[src/ftid_regs.vh]
// Constants for the fourteen-bit instruction decoder core.
`ifndef FTID_REGS_VH
`define FTID_REGS_VH
`define FTID_OSC_PER_CYCLE 4
`define FTID_TOP_BYTE 2'h0
`define FTID_TOP_BIT 2'h1
`define FTID_TOP_CTRL 2'h2
`define FTID_TOP_LIT 2'h3
`define FTID_OP_MISC 4'h0
`define FTID_OP_CLEAR 4'h1
`define FTID_OP_SUB 4'h2
`define FTID_OP_DEC 4'h3
`define FTID_OP_OR 4'h4
`define FTID_OP_AND 4'h5
`define FTID_OP_XOR 4'h6
`define FTID_OP_ADD 4'h7
`define FTID_OP_MOVE 4'h8
`define FTID_OP_COM 4'h9
`define FTID_OP_INC 4'ha
`define FTID_OP_DECSZ 4'hb
`define FTID_OP_RRC 4'hc
`define FTID_OP_RLC 4'hd
`define FTID_OP_SWAP 4'he
`define FTID_OP_INCSZ 4'hf
`define FTID_BIT_CLR 2'h0
`define FTID_BIT_SET 2'h1
`define FTID_BIT_TSTC 2'h2
`define FTID_BIT_TSTS 2'h3
`define FTID_LIT_OR 4'h8
`define FTID_LIT_AND 4'h9
`define FTID_LIT_XOR 4'ha
`define FTID_W_RETURN 7'h08
`define FTID_W_RETINT 7'h09
`define FTID_W_SLEEP 7'h63
`define FTID_W_KICK 7'h64
`define FTID_NOP_WORD 14'h0000
`define FTID_ALU_ADD 4'h0
`define FTID_ALU_SUB 4'h1
`define FTID_ALU_AND 4'h2
`define FTID_ALU_OR 4'h3
`define FTID_ALU_XOR 4'h4
`define FTID_ALU_INC 4'h5
`define FTID_ALU_DEC 4'h6
`define FTID_ALU_COM 4'h7
`define FTID_ALU_PASS 4'h8
`define FTID_ALU_ACC 4'h9
`define FTID_ALU_CLR 4'ha
`define FTID_ALU_SWAP 4'hb
`define FTID_ALU_RLC 4'hc
`define FTID_ALU_RRC 4'hd
`define FTID_ALU_BCLR 4'he
`define FTID_ALU_BSET 4'hf
`define FTID_RST_ACC 8'h00
`define FTID_RST_TO 1'b1
`define FTID_RST_PD 1'b1
`endif

[src/ftid_alu.v]
// Combinational arithmetic and logic unit of the decoder core.
`timescale 1ns/1ps
`include "ftid_regs.vh"
module ftid_alu (
  input wire [3:0] alu_op,
  input wire [7:0] acc_in,
  input wire [7:0] opnd_in,
  input wire [2:0] bit_sel,
  input wire carry_in,
  output reg [7:0] result,
  output reg carry_out,
  output reg nibble_out,
  output wire zero_out
);
  function [4:0] add_nib;
    input [3:0] a;
    input [3:0] b;
    input cin;
    begin
      add_nib = {1'b0, a} + {1'b0, b} + {4'h0, cin};
    end
  endfunction

  function [8:0] add_byte;
    input [7:0] a;
    input [7:0] b;
    input cin;
    begin
      add_byte = {1'b0, a} + {1'b0, b} + {8'h00, cin};
    end
  endfunction

  reg [8:0] sum;
  reg [4:0] nib;

  always @* begin
    sum = 9'h000;
    nib = 5'h00;
    result = opnd_in;
    carry_out = carry_in;
    nibble_out = 1'b0;
    case (alu_op)
      `FTID_ALU_ADD: begin
        sum = add_byte(acc_in, opnd_in, 1'b0);
        nib = add_nib(acc_in[3:0], opnd_in[3:0], 1'b0);
      end
      // Borrow shows as a cleared carry, as two's complement addition gives.
      `FTID_ALU_SUB: begin
        sum = add_byte(opnd_in, ~acc_in, 1'b1);
        nib = add_nib(opnd_in[3:0], ~acc_in[3:0], 1'b1);
      end
      `FTID_ALU_AND: result = acc_in & opnd_in;
      `FTID_ALU_OR: result = acc_in | opnd_in;
      `FTID_ALU_XOR: result = acc_in ^ opnd_in;
      `FTID_ALU_INC: result = opnd_in + 8'h01;
      `FTID_ALU_DEC: result = opnd_in - 8'h01;
      `FTID_ALU_COM: result = ~opnd_in;
      `FTID_ALU_PASS: result = opnd_in;
      `FTID_ALU_ACC: result = acc_in;
      `FTID_ALU_CLR: result = 8'h00;
      `FTID_ALU_SWAP: result = {opnd_in[3:0], opnd_in[7:4]};
      `FTID_ALU_RLC: begin
        result = {opnd_in[6:0], carry_in};
        carry_out = opnd_in[7];
      end
      `FTID_ALU_RRC: begin
        result = {carry_in, opnd_in[7:1]};
        carry_out = opnd_in[0];
      end
      `FTID_ALU_BCLR: result = opnd_in & ~(8'h01 << bit_sel);
      `FTID_ALU_BSET: result = opnd_in | (8'h01 << bit_sel);
      default: result = opnd_in;
    endcase
    if (alu_op == `FTID_ALU_ADD || alu_op == `FTID_ALU_SUB) begin
      result = sum[7:0];
      carry_out = sum[8];
      nibble_out = nib[4];
    end
  end

  assign zero_out = (result == 8'h00);
endmodule

[src/ftid_core.v]
// Fourteen-bit instruction decoder and executor with four-phase cycle.
// Functional notes
// (RULE1) File instructions always read before writing back.
// (RULE2) Destination bit picks accumulator or file.
// (RULE3) Byte format: 00, opcode, dest, address.
// (RULE4) Add and subtract update carry, nibble, zero.
// (RULE5) AND, OR, XOR with file update zero.
// (RULE6) Increment/decrement skip on zero, no flags.
// (RULE7) Rotates through carry touch only carry.
// (RULE8) Don't-care bits never alter decoding.
// (RULE9) Bit format; clear and set bit.
// (RULE10) Bit tests skip next on clear/set.
// (RULE11) Top 10: call or jump, two cycles.
// (RULE12) Literal OR, AND, XOR update zero.
// (RULE13) Literal add and subtract update carry flags.
// (RULE14) Load literal; return with literal, two cycles.
// (RULE15) Standby and watchdog kick set status bits.
// (RULE16) Inc, dec, complement, move update zero; swap.
// (RULE17) Clear file or accumulator; store accumulator.
// (RULE18) Subroutine and interrupt returns take two cycles.
// (RULE19) Cycle is four clocks; flushes add one.
// (RULE20) Any wake from standby clears watchdog.
`timescale 1ns/1ps
`include "ftid_regs.vh"
module ftid_core (
  input wire clk,
  input wire rst_b,
  input wire [13:0] instr_word,
  input wire [7:0] file_rdata,
  input wire wake_pin,
  input wire wdt_expire,
  output reg instr_fetch,
  output reg [6:0] file_addr,
  output reg file_rd_en,
  output reg file_wr_en,
  output reg [7:0] file_wdata,
  output reg [7:0] acc_value,
  output reg carry_flag,
  output reg nibble_overflow_bit,
  output reg zero_flag,
  output reg watchdog_expired_bit,
  output reg powerdown_bit,
  output reg pc_load,
  output reg [10:0] pc_target,
  output reg stack_push,
  output reg stack_pop,
  output reg int_return,
  output reg wdt_clear,
  output reg standby
);
  // (RULE19) Four clocks per cycle
  localparam [3:0] PH_Q1 = 4'b0001;
  localparam [3:0] PH_Q2 = 4'b0010;
  localparam [3:0] PH_Q3 = 4'b0100;
  localparam [3:0] PH_Q4 = 4'b1000;

  reg [3:0] phase_reg;
  reg [3:0] phase_next;
  reg [13:0] ir_reg;
  reg [7:0] opnd_reg;
  reg flush_reg;
  reg wake_meta_reg;
  reg wake_mid_reg;
  reg wake_late_reg;
  reg wake_level_reg;

  reg [3:0] alu_op;
  reg use_file;
  reg dest_file;
  reg dest_acc;
  reg upd_c;
  reg upd_dc;
  reg upd_z;
  reg skip_zero;
  reg skip_clr;
  reg skip_set;
  reg is_call;
  reg is_jump;
  reg is_ret;
  reg is_retint;
  reg is_retlit;
  reg is_sleep;
  reg is_kick;

  wire [7:0] alu_result;
  wire alu_carry;
  wire alu_nibble;
  wire alu_zero;
  wire tested_bit;
  wire do_skip;
  wire wake_now;

  ftid_alu u_alu (
    .alu_op(alu_op),
    .acc_in(acc_value),
    .opnd_in(opnd_reg),
    .bit_sel(ir_reg[9:7]),
    .carry_in(carry_flag),
    .result(alu_result),
    .carry_out(alu_carry),
    .nibble_out(alu_nibble),
    .zero_out(alu_zero)
  );

  assign tested_bit = opnd_reg[ir_reg[9:7]];
  // (RULE6) Skip on zero result
  assign do_skip = (skip_zero & alu_zero) | (skip_clr & ~tested_bit) | (skip_set & tested_bit);
  assign wake_now = standby & (wake_level_reg | wdt_expire);

  always @* begin
    alu_op = `FTID_ALU_PASS;
    use_file = 1'b0;
    dest_file = 1'b0;
    dest_acc = 1'b0;
    upd_c = 1'b0;
    upd_dc = 1'b0;
    upd_z = 1'b0;
    skip_zero = 1'b0;
    skip_clr = 1'b0;
    skip_set = 1'b0;
    is_call = 1'b0;
    is_jump = 1'b0;
    is_ret = 1'b0;
    is_retint = 1'b0;
    is_retlit = 1'b0;
    is_sleep = 1'b0;
    is_kick = 1'b0;
    case (ir_reg[13:12])
      // (RULE3) Byte-oriented format
      `FTID_TOP_BYTE: begin
        if (ir_reg[11:8] == `FTID_OP_MISC) begin
          if (ir_reg[7]) begin
            // (RULE17) Store accumulator
            use_file = 1'b1;
            dest_file = 1'b1;
            alu_op = `FTID_ALU_ACC;
          end else begin
            // (RULE18) Return words
            is_ret = (ir_reg[6:0] == `FTID_W_RETURN) | (ir_reg[6:0] == `FTID_W_RETINT);
            is_retint = (ir_reg[6:0] == `FTID_W_RETINT);
            // (RULE15) Standby and kick words
            is_sleep = (ir_reg[6:0] == `FTID_W_SLEEP);
            is_kick = (ir_reg[6:0] == `FTID_W_KICK);
          end
        end else if (ir_reg[11:8] == `FTID_OP_CLEAR) begin
          // (RULE17) Clear file or accumulator
          // (RULE8) Low bits ignored for the accumulator form
          alu_op = `FTID_ALU_CLR;
          use_file = ir_reg[7];
          dest_file = ir_reg[7];
          dest_acc = ~ir_reg[7];
          upd_z = 1'b1;
        end else begin
          // (RULE1) Every file operand is read first
          use_file = 1'b1;
          // (RULE2) Destination select
          dest_file = ir_reg[7];
          dest_acc = ~ir_reg[7];
          case (ir_reg[11:8])
            // (RULE4) Add and subtract with file
            `FTID_OP_ADD: begin
              alu_op = `FTID_ALU_ADD;
              upd_c = 1'b1;
              upd_dc = 1'b1;
              upd_z = 1'b1;
            end
            `FTID_OP_SUB: begin
              alu_op = `FTID_ALU_SUB;
              upd_c = 1'b1;
              upd_dc = 1'b1;
              upd_z = 1'b1;
            end
            // (RULE5) Logic with file
            `FTID_OP_AND: begin
              alu_op = `FTID_ALU_AND;
              upd_z = 1'b1;
            end
            `FTID_OP_OR: begin
              alu_op = `FTID_ALU_OR;
              upd_z = 1'b1;
            end
            `FTID_OP_XOR: begin
              alu_op = `FTID_ALU_XOR;
              upd_z = 1'b1;
            end
            // (RULE6) Counting skips
            `FTID_OP_INCSZ: begin
              alu_op = `FTID_ALU_INC;
              skip_zero = 1'b1;
            end
            `FTID_OP_DECSZ: begin
              alu_op = `FTID_ALU_DEC;
              skip_zero = 1'b1;
            end
            // (RULE7) Rotates through carry
            `FTID_OP_RLC: begin
              alu_op = `FTID_ALU_RLC;
              upd_c = 1'b1;
            end
            `FTID_OP_RRC: begin
              alu_op = `FTID_ALU_RRC;
              upd_c = 1'b1;
            end
            // (RULE16) Single-operand file ops
            `FTID_OP_INC: begin
              alu_op = `FTID_ALU_INC;
              upd_z = 1'b1;
            end
            `FTID_OP_DEC: begin
              alu_op = `FTID_ALU_DEC;
              upd_z = 1'b1;
            end
            `FTID_OP_COM: begin
              alu_op = `FTID_ALU_COM;
              upd_z = 1'b1;
            end
            `FTID_OP_MOVE: begin
              alu_op = `FTID_ALU_PASS;
              upd_z = 1'b1;
            end
            `FTID_OP_SWAP: alu_op = `FTID_ALU_SWAP;
            default: alu_op = `FTID_ALU_PASS;
          endcase
        end
      end
      // (RULE9) Bit-oriented format
      `FTID_TOP_BIT: begin
        use_file = 1'b1;
        case (ir_reg[11:10])
          `FTID_BIT_CLR: begin
            alu_op = `FTID_ALU_BCLR;
            dest_file = 1'b1;
          end
          `FTID_BIT_SET: begin
            alu_op = `FTID_ALU_BSET;
            dest_file = 1'b1;
          end
          // (RULE10) Bit test skips
          `FTID_BIT_TSTC: skip_clr = 1'b1;
          default: skip_set = 1'b1;
        endcase
      end
      // (RULE11) Call or jump
      `FTID_TOP_CTRL: begin
        is_call = ~ir_reg[11];
        is_jump = ir_reg[11];
      end
      default: begin
        // (RULE8) Literal sub-codes ignore their x bit
        casez (ir_reg[11:8])
          // (RULE14) Load and return literal
          4'b00??: begin
            alu_op = `FTID_ALU_PASS;
            dest_acc = 1'b1;
          end
          4'b01??: begin
            alu_op = `FTID_ALU_PASS;
            dest_acc = 1'b1;
            is_retlit = 1'b1;
          end
          // (RULE12) Literal logic
          `FTID_LIT_OR: begin
            alu_op = `FTID_ALU_OR;
            dest_acc = 1'b1;
            upd_z = 1'b1;
          end
          `FTID_LIT_AND: begin
            alu_op = `FTID_ALU_AND;
            dest_acc = 1'b1;
            upd_z = 1'b1;
          end
          `FTID_LIT_XOR: begin
            alu_op = `FTID_ALU_XOR;
            dest_acc = 1'b1;
            upd_z = 1'b1;
          end
          // (RULE13) Literal add and subtract
          4'b110?: begin
            alu_op = `FTID_ALU_SUB;
            dest_acc = 1'b1;
            upd_c = 1'b1;
            upd_dc = 1'b1;
            upd_z = 1'b1;
          end
          4'b111?: begin
            alu_op = `FTID_ALU_ADD;
            dest_acc = 1'b1;
            upd_c = 1'b1;
            upd_dc = 1'b1;
            upd_z = 1'b1;
          end
          default: alu_op = `FTID_ALU_PASS;
        endcase
      end
    endcase
  end

  // (RULE19) Phase sequencing, held in Q1 during standby
  always @* begin
    case (phase_reg)
      PH_Q1: phase_next = standby ? PH_Q1 : PH_Q2;
      PH_Q2: phase_next = PH_Q3;
      PH_Q3: phase_next = PH_Q4;
      PH_Q4: phase_next = PH_Q1;
      default: phase_next = PH_Q1;
    endcase
  end

  // The first stage only feeds the second, so metastability cannot spread.
  always @(posedge clk or negedge rst_b) begin
    if (!rst_b) begin
      wake_meta_reg <= 1'b0;
      wake_mid_reg <= 1'b0;
      wake_late_reg <= 1'b0;
      wake_level_reg <= 1'b0;
    end else begin
      wake_meta_reg <= wake_pin;
      wake_mid_reg <= wake_meta_reg;
      wake_late_reg <= wake_mid_reg;
      if (wake_mid_reg == wake_late_reg) begin
        wake_level_reg <= wake_late_reg;
      end
    end
  end

  always @(posedge clk or negedge rst_b) begin
    if (!rst_b) begin
      phase_reg <= PH_Q1;
      ir_reg <= `FTID_NOP_WORD;
      opnd_reg <= 8'h00;
      flush_reg <= 1'b0;
      instr_fetch <= 1'b0;
      file_addr <= 7'h00;
      file_rd_en <= 1'b0;
      file_wr_en <= 1'b0;
      file_wdata <= 8'h00;
      acc_value <= `FTID_RST_ACC;
      carry_flag <= 1'b0;
      nibble_overflow_bit <= 1'b0;
      zero_flag <= 1'b0;
      watchdog_expired_bit <= `FTID_RST_TO;
      powerdown_bit <= `FTID_RST_PD;
      pc_load <= 1'b0;
      pc_target <= 11'h000;
      stack_push <= 1'b0;
      stack_pop <= 1'b0;
      int_return <= 1'b0;
      wdt_clear <= 1'b0;
      standby <= 1'b0;
    end else begin
      phase_reg <= phase_next;
      instr_fetch <= 1'b0;
      file_rd_en <= 1'b0;
      file_wr_en <= 1'b0;
      pc_load <= 1'b0;
      stack_push <= 1'b0;
      stack_pop <= 1'b0;
      int_return <= 1'b0;
      wdt_clear <= 1'b0;
      // (RULE20) Wake clears the watchdog
      if (wake_now) begin
        standby <= 1'b0;
        wdt_clear <= 1'b1;
        if (wdt_expire) begin
          watchdog_expired_bit <= 1'b0;
        end
      end
      case (phase_reg)
        PH_Q1: begin
          // (RULE19) A flushed slot runs as a no-operation
          if (!standby) begin
            ir_reg <= flush_reg ? `FTID_NOP_WORD : instr_word;
            flush_reg <= 1'b0;
          end
        end
        PH_Q2: begin
          // (RULE1) Read strobe for every file operand
          file_addr <= ir_reg[6:0];
          file_rd_en <= use_file;
          instr_fetch <= 1'b1;
        end
        PH_Q3: opnd_reg <= use_file ? file_rdata : ir_reg[7:0];
        PH_Q4: begin
          // (RULE2) Result steering
          if (dest_file) begin
            file_wr_en <= 1'b1;
            file_wdata <= alu_result;
          end
          if (dest_acc) begin
            acc_value <= alu_result;
          end
          if (upd_c) begin
            carry_flag <= alu_carry;
          end
          if (upd_dc) begin
            nibble_overflow_bit <= alu_nibble;
          end
          if (upd_z) begin
            zero_flag <= alu_zero;
          end
          // (RULE11) Transfers load the target and flush
          if (is_call | is_jump) begin
            pc_load <= 1'b1;
            pc_target <= ir_reg[10:0];
          end
          stack_push <= is_call;
          // (RULE18) Returns pop and flush
          stack_pop <= is_ret | is_retlit;
          int_return <= is_retint;
          if (do_skip | is_call | is_jump | is_ret | is_retlit) begin
            flush_reg <= 1'b1;
          end
          // (RULE15) Standby and kick status
          if (is_sleep | is_kick) begin
            wdt_clear <= 1'b1;
            watchdog_expired_bit <= 1'b1;
            powerdown_bit <= is_kick;
          end
          if (is_sleep) begin
            standby <= 1'b1;
          end
        end
        default: ir_reg <= ir_reg;
      endcase
    end
  end
endmodule

[config.mk]
export PLATFORM = sky130hd
export DESIGN_NAME = ftid_core
export DESIGN_NICKNAME = d
export VERILOG_FILES = /design/src/ftid_alu.v /design/src/ftid_core.v
export VERILOG_INCLUDE_DIRS = /design/src /design/src/src
export SDC_FILE = /design/constraint.sdc
export NUM_CORES = 1
export LEC_CHECK = 0
export ABC_CLOCK_PERIOD_IN_PS = 8500
export BUFFER_PORTS_ARGS = -buffer_cell sky130_fd_sc_hd__buf_2
export CAP_MARGIN = 40
export CORE_MARGIN = 4
export CORE_UTILIZATION = 30
export DETAILED_ROUTE_END_ITERATION = 10
export HOLD_SLACK_MARGIN = 0.15
export PLACE_DENSITY = 0.46
export SETUP_SLACK_MARGIN = 0.02
export SLEW_MARGIN = 20
export SYNTH_ARGS = -nofsm -noshare
export SYNTH_HDL_FRONTEND = slang
export SYNTH_HIERARCHICAL = 1
export SYNTH_SLANG_ARGS = --single-unit
[constraint.sdc]
create_clock -name clk -period 8.5 [get_ports clk]
set_input_delay 0 -clock clk [delete_from_list [all_inputs] [get_ports clk]]
set_output_delay 0 -clock clk [all_outputs]
set_load 0.02 [all_outputs]
## After elaboration in Yosys (flattened, before gate mapping)

Index checks and enable logic that the tools add are counted.
W data, S select, Z words.

| storage, ports and cells | value |
|---|---|
| bits in registers | 79 |
| output and inout port bits | 48 |
| logic and storage cells | 230 |

| cells by class | value |
|---|---|
| $add $sub $neg | 8 |
| magnitude comparators | 1 |
| eq/ne operators | 46 |
| shifts and indexed selects | 1 |
| multiplexer cells | 90 |
| bitwise logic cells | 28 |
| reductions and logical operators | 30 |

Operator list:

| operator | count |
|---|---|
| $pmux W8 S13 | 1 |
| $mux W1 | 67 |
| $eq A4 B4 Y1 const B | 16 |
| $pmux W4 S11 | 1 |
| $eq A4 B3 Y1 const B | 9 |
| $not A8 Y8 | 3 |
| $pmux W4 S3 | 2 |
| $eq A4 B2 Y1 const B | 5 |
| $pmux W4 S5 | 1 |
| $add A8 B8 Y9 | 2 |
| $pmux W9 S2 | 1 |
| $and A8 B8 Y8 | 2 |
| $mux W8 | 2 |
| $or A8 B8 Y8 | 2 |
| $pmux W1 S2 | 8 |
| $eq A7 B4 Y1 const B | 2 |
| $eq A7 B7 Y1 const B | 2 |
| $mux W14 | 1 |
| $reduce_and A2 Y1 | 7 |
| $reduce_or A2 Y1 | 7 |
| $eq A4 B1 Y1 const B | 3 |
| $or A1 B1 Y1 | 11 |
| $add A4 B4 Y5 | 2 |
| $pmux W5 S2 | 1 |
| other kinds (31) | 46 |

## Logic depth before layout (Yosys ltp)

Gate-level depths: netlist of run 1.

| logic depth | value |
|---|---|
| word-level depth | 19 |
| depth in mapped cells | 23 |
| depth with buffers taken out | 20 |

## Hierarchy

The synthesis of run 1 kept the hierarchy.

Modules (own cells, without submodules):

| module | instances | cells each | area each (um^2) | seq. area each (um^2) |
|---|---|---|---|---|
| ftid_core | 1 | 324 | 3,752.3 | 1,955.6 |
| ftid_alu | 1 | 344 | 2,324.7 | 0.0 |

## Worst setup path after synthesis of run 1

No wires, ideal clock.

| path | value |
|---|---|
| path kind | reg-to-reg |
| start | reg ir_reg[12] |
| end | reg flush_reg |
| setup time | 0.068 ns |
| arrival | 4.412 ns |
| slack | 4.020 ns |
| stages on the path, launching flop included | 24 |
| path buffers | 3 |
| clock period less this slack | 4.480 ns |
| path through | dfrtp_1 -> inv_1 -> ha_1 -> clkbuf_1 -> a31oi_1 -> nor2_1 -> a21oi_1 -> o21ai_0 -> buf_6 -> nand4bb_1 -> clkbuf_1 -> xnor2_1 -> ha_1 -> nor4bb_1 -> a21oi_1 -> o22ai_1 -> a211oi_1 -> o211ai_1 -> or4_1 -> nor4_2 -> and3_1 -> a31oi_1 -> o2111ai_1 -> a22o_1 |

| between the ends | value |
|---|---|
| longest elaborated chain between the ends | 15 |
| elaborated cells on any way between the ends | 43 |
| those cells by class | eq/ne (17); mux (11); bitwise (9); reduce/logical (6) |

RTL lines:

| item | RTL line | RTL |
|---|---|---|
| start, declared | ftid_core.v:59 | `reg [13:0] ir_reg;` |
| start signal, assigned | ftid_core.v:329 | `` ir_reg <= `FTID_NOP_WORD; `` |
| start signal, assigned | ftid_core.v:372 | `` ir_reg <= flush_reg ? `FTID_NOP_WORD : instr_word; `` |
| start signal, assigned | ftid_core.v:423 | `default: ir_reg <= ir_reg;` |
| $eq A2 B2 Y1 (tied with other cells) | ftid_core.v:128 | `case (ir_reg[13:12])` |
| $pmux W4 S3 * | ftid_core.v:128 |  |
| via alu_op[2] | ftid_core.v:67 | `reg [3:0] alu_op;` |
| $eq A4 B4 Y1 (tied with other cells) | ftid_alu.v:42 | `case (alu_op)` |
| $pmux W8 S13 (tied with other cells) | ftid_alu.v:42 |  |
| $mux W8 * | ftid_alu.v:74 | `` if (alu_op == `FTID_ALU_ADD \|\| alu_op == `FTID_ALU_SUB) begin `` |
| via alu_result[2] | ftid_core.v:85 | `wire [7:0] alu_result;` |
| $logic_not A8 Y1 * | ftid_alu.v:81 | `assign zero_out = (result == 8'h00);` |
| via alu_zero | ftid_core.v:88 | `wire alu_zero;` |
| $and A1 B1 Y1 * | ftid_core.v:107 | `assign do_skip = (skip_zero & alu_zero) \| (skip_clr & ~tested_bit) \| (skip_set & tested_bit);` |
| $or A1 B1 Y1 * (2 in a row) | ftid_core.v:107 |  |
| $or A1 B1 Y1 * (4 in a row) | ftid_core.v:410 | `if (do_skip \| is_call \| is_jump \| is_ret \| is_retlit) begin` |
| $ne A2 B2 Y1 (no line) * | -- |  |
| $reduce_and A3 Y1 (no line) * | -- |  |
| end signal, assigned | ftid_core.v:331 | `flush_reg <= 1'b0;` |
| end signal, assigned | ftid_core.v:373 | `flush_reg <= 1'b0;` |
| end signal, assigned | ftid_core.v:411 | `flush_reg <= 1'b1;` |
| end, declared | ftid_core.v:61 | `reg flush_reg;` |

Mark *: on every way through the listed nets, which the timed path passes. The rest lies on a longest branch.
A chain may end at the register's enable or synchronous reset.

## Worst setup path in the final report of run 1

| path | value |
|---|---|
| start | reg ir_reg[11] |
| end | reg flush_reg |

| between the ends | value |
|---|---|
| longest elaborated chain between the ends | 19 |
| elaborated cells on any way between the ends | 77 |
| those cells by class | eq/ne (34); mux (23); bitwise (10); reduce/logical (10) |

RTL lines:

| item | RTL line | RTL |
|---|---|---|
| $eq A4 B2 Y1 (tied with other cells) | ftid_core.v:159 | `case (ir_reg[11:8])` |
| $reduce_or A2 Y1 (no line) | -- |  |
| $pmux W4 S11 | ftid_core.v:159 |  |
| $mux W4 | ftid_core.v:145 | `` end else if (ir_reg[11:8] == `FTID_OP_CLEAR) begin `` |
| $mux W4 | ftid_core.v:131 | `` if (ir_reg[11:8] == `FTID_OP_MISC) begin `` |
| $pmux W4 S3 * | ftid_core.v:128 |  |
| via alu_op[0] | ftid_core.v:67 |  |
| $eq A4 B4 Y1 (tied with other cells) | ftid_alu.v:42 |  |
| [... 2 more ...] | -- |  |
| via alu_result[2] | ftid_core.v:85 |  |
| $logic_not A8 Y1 * | ftid_alu.v:81 |  |
| via alu_zero | ftid_core.v:88 |  |
| $and A1 B1 Y1 * | ftid_core.v:107 |  |
| $or A1 B1 Y1 * (2 in a row) | ftid_core.v:107 |  |
| $or A1 B1 Y1 * (4 in a row) | ftid_core.v:410 |  |
| $ne A2 B2 Y1 (no line) * | -- |  |
| $reduce_and A3 Y1 (no line) * | -- |  |

Marked as above.

==> results.toml, run 1 <==
[finish]
fin_cells = 1006
drive_gt1_share_pct = 24.4
finalNetCount = 785
layout_commonest_cell = "dfrtp_1"
antenna_cells = 0
largest_reg_flops = 14
area_growth_pct = 18.7
final_cell_mix = "dfrtp_1, buf_2, nand2_1, o21ai_0, a21oi_1"

[die]
start_util_pct = 30.8
core_mm2 = 0.0197
fp.dieH_um = 150
die_area_mm2 = 0.0226
ios = 74
die_w_um = 150
core.rowCount = 51

[sta]
finalSetupTns_ps = 0
setup_viol = 0
finClkSkew_ps = 8.93
slew_viol_final = 0
timing.final.crit_period_ps = 5450
tightestPinTransition_ps = 831
post-route-period-util_pct = 64.1
rsz0062_at_grt = "false"
hold_viol_final = 0
slew_headroom_pct = 44.6
timing.fmax_ghz = 0.183
fin_ws_ps = 3050

[clocking]
clk_pin_slew_ps = 60
cts_resized = 0
cts_tree = "done"
ctsHoldBuffers = 26
cts_buffer_depth = 2
post-cts-setup-buffers = 0
clock-sinks = 78
ctsHtreeMaxLevel = 3
root_buffer = "clkbuf_16"
clk_latency_ps = 350
numCtsBuffers = 9

[grt]
grt-ovfl-total = 0
antenna_found_initial = 0
grt_max_degree = 54
grt_pass1_vias = 5428
grt_util_all_layers_pct = 17.6
grt_pass1_wl_um = 30900

[detailed_routing]
wl_um = 19700
drt_iter0_markers = 486
drt-pass1-iter-count = 5
vias_per_cell = 5.45
vias = 5481
wire_per_inst_um = 19.5
route.detailed.drc = 0
drtAntennaViolNets = 0

[critical_path]
worstPathRequired_ps = 8780
worstPathArrival_ps = 5730
cp_num_buf_inv = 1
endpoint_kind = "flop"
crit_path_start_kind = "flop"
cp_cell_sequence = "and2b_1 > o21ai_0 > a21oi_1 > o21ai_0 > a22oi_2 > buf_4 > nand4bb_1 > xnor2_1 > ha_1 > nor4bb_1 > a21oi_1 > o22ai_1 > a211oi_1 > o211ai_1 > or4_1 > nor4_2 > and3_1 > a31oi_1 > o2111ai_1 > a22o_1"
crit_path_max_incr_delay_ps = 860
criticalPathCategory = "reg -> reg"
cpMaxStageDelayCell = "dfrtp_1"
cp_max_fo = 51
cp_top_family = "simple AND/OR/NAND/NOR gates"

[synthesis]
yosys_warnings = 6
synth.mux.area_fraction_pct = 10.7
synth_cell_type_count = 95
syn_area_mm2 = 0.00608
synth-xor-area-share_pct = 1.44
synth-simple-area-share_pct = 21.1
synth_edf_count = 0
synth_nets = 717
synthFlopType = "dfrtp_1"
ys_ff_latch = 78
synth_compound_area_share_pct = 22.9
syn_avg_cell_area_um2 = 9.10
synth_fa_ha_area_share_pct = 5.15
synthCells = 668
synth_top_family_by_area = "compound AO/OA/AOI/OAI gates"
seq_area_frac_synth_pct = 32.2
async_flop_share_pct = 100

[job]
cap_violations = 0

[place]
port_buffers = 73
dp_hpwl_um = 13800
pre_cts_ws_ps = 3160
place_inst = 963
place_congestion = 0.878

[min_path]
min-delay-path-class = "in -> async"

[outcome]
status = "completed"
[worst register-to-register path: stages, from the launching register on]
cell       delay [ps]
dfrtp_1           860
and2b_1           260
o21ai_0           130
a21oi_1            80
o21ai_0           250
a22oi_2            70
buf_4             330
nand4bb_1         440
xnor2_1           220
ha_1              260
nor4bb_1          170
a21oi_1           170
o22ai_1           100
a211oi_1          250
o211ai_1          190
or4_1             630
nor4_2            380
and3_1            220
a31oi_1            80
o2111ai_1         150
a22o_1            150
[cell usage after synthesis, types with 13 or more instances]
master / number / area [um^2]
a21oi_1: 39 / 195
clkbuf_1: 28 / 105
dfrtp_1: 75 / 1880
ha_1: 21 / 263
inv_1: 26 / 97.6
mux2_2: 27 / 304
mux2i_1: 18 / 180
nand2_1: 54 / 203
nand2b_1: 23 / 144
nor2_1: 37 / 139
nor2b_1: 13 / 81.3
o21ai_0: 55 / 275
[worst paths after layout]
check | startpoint | end | cells after the start | slack, ps
worst min-delay path | rst_b | acc_value[4]$_DFFE_PN0P_ | 3 | 190
max in group asynchronous | rst_b | acc_value[3]$_DFFE_PN0P_ | 3 | 7590
worst min register to register | wake_meta_reg$_DFF_PN0_ | wake_mid_reg$_DFF_PN0_ | 0 | 370
min in group clk | wake_pin | wake_meta_reg$_DFF_PN0_ | 2 | 300
worst max-delay path | ir_reg[11]$_DFFE_PN0P_ | flush_reg$_DFFE_PN0P_ | 20 | 3050
worst max register to register | ir_reg[11]$_DFFE_PN0P_ | flush_reg$_DFFE_PN0P_ | 20 | 3050
[cell type report]
class | instances | area [um^2]
flip-flops and latches | 78 | 1960
clock inverters | 6 | 92.6
clock buffers | 10 | 229
multi-input cells | 507 | 3750
fillers | 2021 | 12500
well taps | 265 | 332
inverters | 28 | 105
repair buffers | 112 | 751
[per-layer routing]
metal | GRT usage (%) | wire length [um] | part of all wire, %
met5 | 0 | 0 | 0
met4 | 7.00 | 571 | 2.9
met3 | 3.52 | 1100 | 5.6
met2 | 28.3 | 9310 | 47
met1 | 23.2 | 8680 | 44
[stage by stage]
stage,hold slack (ps),cell area (um^2),util (%)
floorplan,-296,6080,-
global placement,-174,6590,33.4
detailed placement,-170,6620,33.6
CTS,211,7200,36.5
global route,230,7210,36.6
finish,186,7210,36.6
[cells by family (layout without fill, tap and decap cells)]
group           after synthesis  after routing
compound gates              198            198
fa+ha+maj                    24             24
simple gates                220            220
buf+inv                      83            156
flops                        78             78
mux                          55             55
xor+xnor                     10             10
Power of run 1 is not shown: default switching activity piles up to over one toggle a cycle in this logic, so the estimate is an artifact.
==> run 2: changes to the inputs <==
ABC_CLOCK_PERIOD_IN_PS = 5400   (was 8500)
clock period = 5.4 ns   (was 8.5 ns; I/O delays follow)
==> run 2 against run 1 <==
  * Routed wire length grew 1.1%
  * Sequential share of layout area is essentially flat
  * Die area is the same
  * Cell count grew 0.50%
  * First-iteration DRC count shrank 3.7%
  * Sequential cell count is the same
  * Clock-buffer cell count shrank 1
  * Global-route usage grew 0.35 points
  * Critical path depth is the same
  * Via count grew 1.0%
  * Critical endpoint unchanged
  * Largest cell class unchanged
==> results.toml, run 2 (synthesized netlist as in run 1, its figures left out) <==
[outcome]
status = "completed"

[critical_path]
cp_cell_sequence = "inv_1 > o21ai_0 > a21oi_1 > a211oi_1 > a31oi_2 > nand4bb_1 > buf_4 > xnor2_1 > ha_1 > nor4bb_1 > a21oi_1 > o22ai_1 > a211oi_1 > o211ai_1 > or4_1 > nor4_2 > and3_1 > a31oi_1 > o2111ai_1 > a22o_1"
worstPathArrival_ps = 5160
cp_top_family = "compound AO/OA/AOI/OAI gates"
crit_path_max_incr_delay_ps = 690
crit_path_start_kind = "flop"
cpMaxStageDelayCell = "dfrtp_1"
worstPathRequired_ps = 5680
cp_num_buf_inv = 2
endpoint_kind = "flop"
criticalPathCategory = "reg -> reg"
cp_max_fo = 17

[die]
die_area_mm2 = 0.0226
core_mm2 = 0.0197
core.rowCount = 51
die_w_um = 150
ios = 74
fp.dieH_um = 150
start_util_pct = 30.8

[finish]
final_cell_mix = "dfrtp_1, buf_2, nand2_1, o21ai_0, a21oi_1"
largest_reg_flops = 14
multi_input_area_mm2 = 0.00375
antenna_cells = 0
layout_commonest_cell = "dfrtp_1"
finalNetCount = 790
drive_gt1_share_pct = 25.2
regArea_mm2 = 0.00196
area_growth_pct = 18.7
n_fill_cell = 2023

[sta]
slew_headroom_pct = 50.5
timing.fmax_ghz = 0.205
timing.final.crit_period_ps = 4880
rsz0062_at_grt = "false"
hold_viol_final = 0
finalSetupTns_ps = 0
tightestPinTransition_ps = 741
post-route-period-util_pct = 90.4
setup_viol = 0
slew_viol_final = 0
finClkSkew_ps = 13.1

[detailed_routing]
drtAntennaViolNets = 0
route.detailed.drc = 0
vias = 5536
vias_per_cell = 5.48
drt_iter0_markers = 468
wire_per_inst_um = 19.7
wl_um = 19900
drt-pass1-iter-count = 5

[clocking]
numCtsBuffers = 9
root_buffer = "clkbuf_16"
clk_pin_slew_ps = 70
post-cts-setup-buffers = 0
ctsHtreeMaxLevel = 3
clk_latency_ps = 350
clock-sinks = 78
cts_resized = 0
cts_buffer_depth = 2
cts_tree = "done"

[place]
place_congestion = 0.922
dp_hpwl_um = 14000
port_buffers = 73

[job]
cap_violations = 0

[grt]
grt_max_degree = 51
antenna_found_initial = 0
grt-ovfl-total = 0
grt_pass1_vias = 5539
grt_pass1_wl_um = 31600
grt_util_all_layers_pct = 18.0

[min_path]
min-delay-path-class = "in -> async"
==> run 2: cell count changes in the layout (fill, tap and decap cells not counted), sizes merged <==
cell         change
dlygate4sd3      -1
clkbuf           -1
clkinvlp         -1
bufinv           -1
inv              +1
buf              +6
clkinv           +2
==> run 2: worst reg2reg max path: stages, from the launching register on <==
cell	delay (ps)
dfrtp_1	690
inv_1	280
o21ai_0	210
a21oi_1	60
a211oi_1	300
a31oi_2	70
nand4bb_1	220
buf_4	180
xnor2_1	130
ha_1	250
nor4bb_1	170
a21oi_1	130
o22ai_1	90
a211oi_1	280
o211ai_1	200
or4_1	600
nor4_2	370
and3_1	230
a31oi_1	90
o2111ai_1	120
a22o_1	150
==> run 2: path summary, 6_finish.rpt <==
check | depth (start not counted) | endpoint | start | slack, ps
max in group asynchronous | 3 | ir_reg[2]$_DFFE_PN0P_ | rst_b | 4260
max reg2reg | 20 | flush_reg$_DFFE_PN0P_ | ir_reg[10]$_DFFE_PN0P_ | 520
min reg2reg | 0 | wake_mid_reg$_DFF_PN0_ | wake_meta_reg$_DFF_PN0_ | 350
min in group clk | 2 | wake_meta_reg$_DFF_PN0_ | wake_pin | 290
max | 20 | flush_reg$_DFFE_PN0P_ | ir_reg[10]$_DFFE_PN0P_ | 520
min | 2 | carry_flag$_DFFE_PN0P_ | rst_b | 160
==> run 2: stage by stage <==
stage | hold slack (ps) | util (%) | instance area [um^2] | instances | setup slack (ps)
after floorplan | -296 | - | 6080 | 668 | 920
after global placement | -1.62 | 33.7 | 6640 | 968 | 713
after detailed placement | 3.54 | 33.7 | 6640 | 969 | 618
after CTS | 178 | 36.5 | 7200 | 1010 | 572
after global routing | 214 | 36.6 | 7210 | 1011 | 112
final | 164 | 36.6 | 7210 | 1011 | 521
==> run 2: area by class of cell <==
class                           instances  area share [%]
Clock buffer                            9            3.12
Clock inverter                          7            1.11
Inverter                               28            1.46
Multi-Input combinational cell        507            52.0
Sequential cell                        78            27.1
Tap cell                              265            4.60
Timing Repair Buffer                  117            10.6
==> run 2: timing repair <==
action | 4_1_cts | 5_1_grt
hold buffers | 25 | 0
endpoints found under the hold margin | 58 | 0
setup endpoints to repair | 0 | 0
==> run 2: layer usage <==
metal	GRT usage (%)	wire length [um]
met3	3.22	1140
met1	23.7	8820
met2	28.8	9250
met5	0	0
met4	7.87	667
Power of run 2 is left out for the same reason.
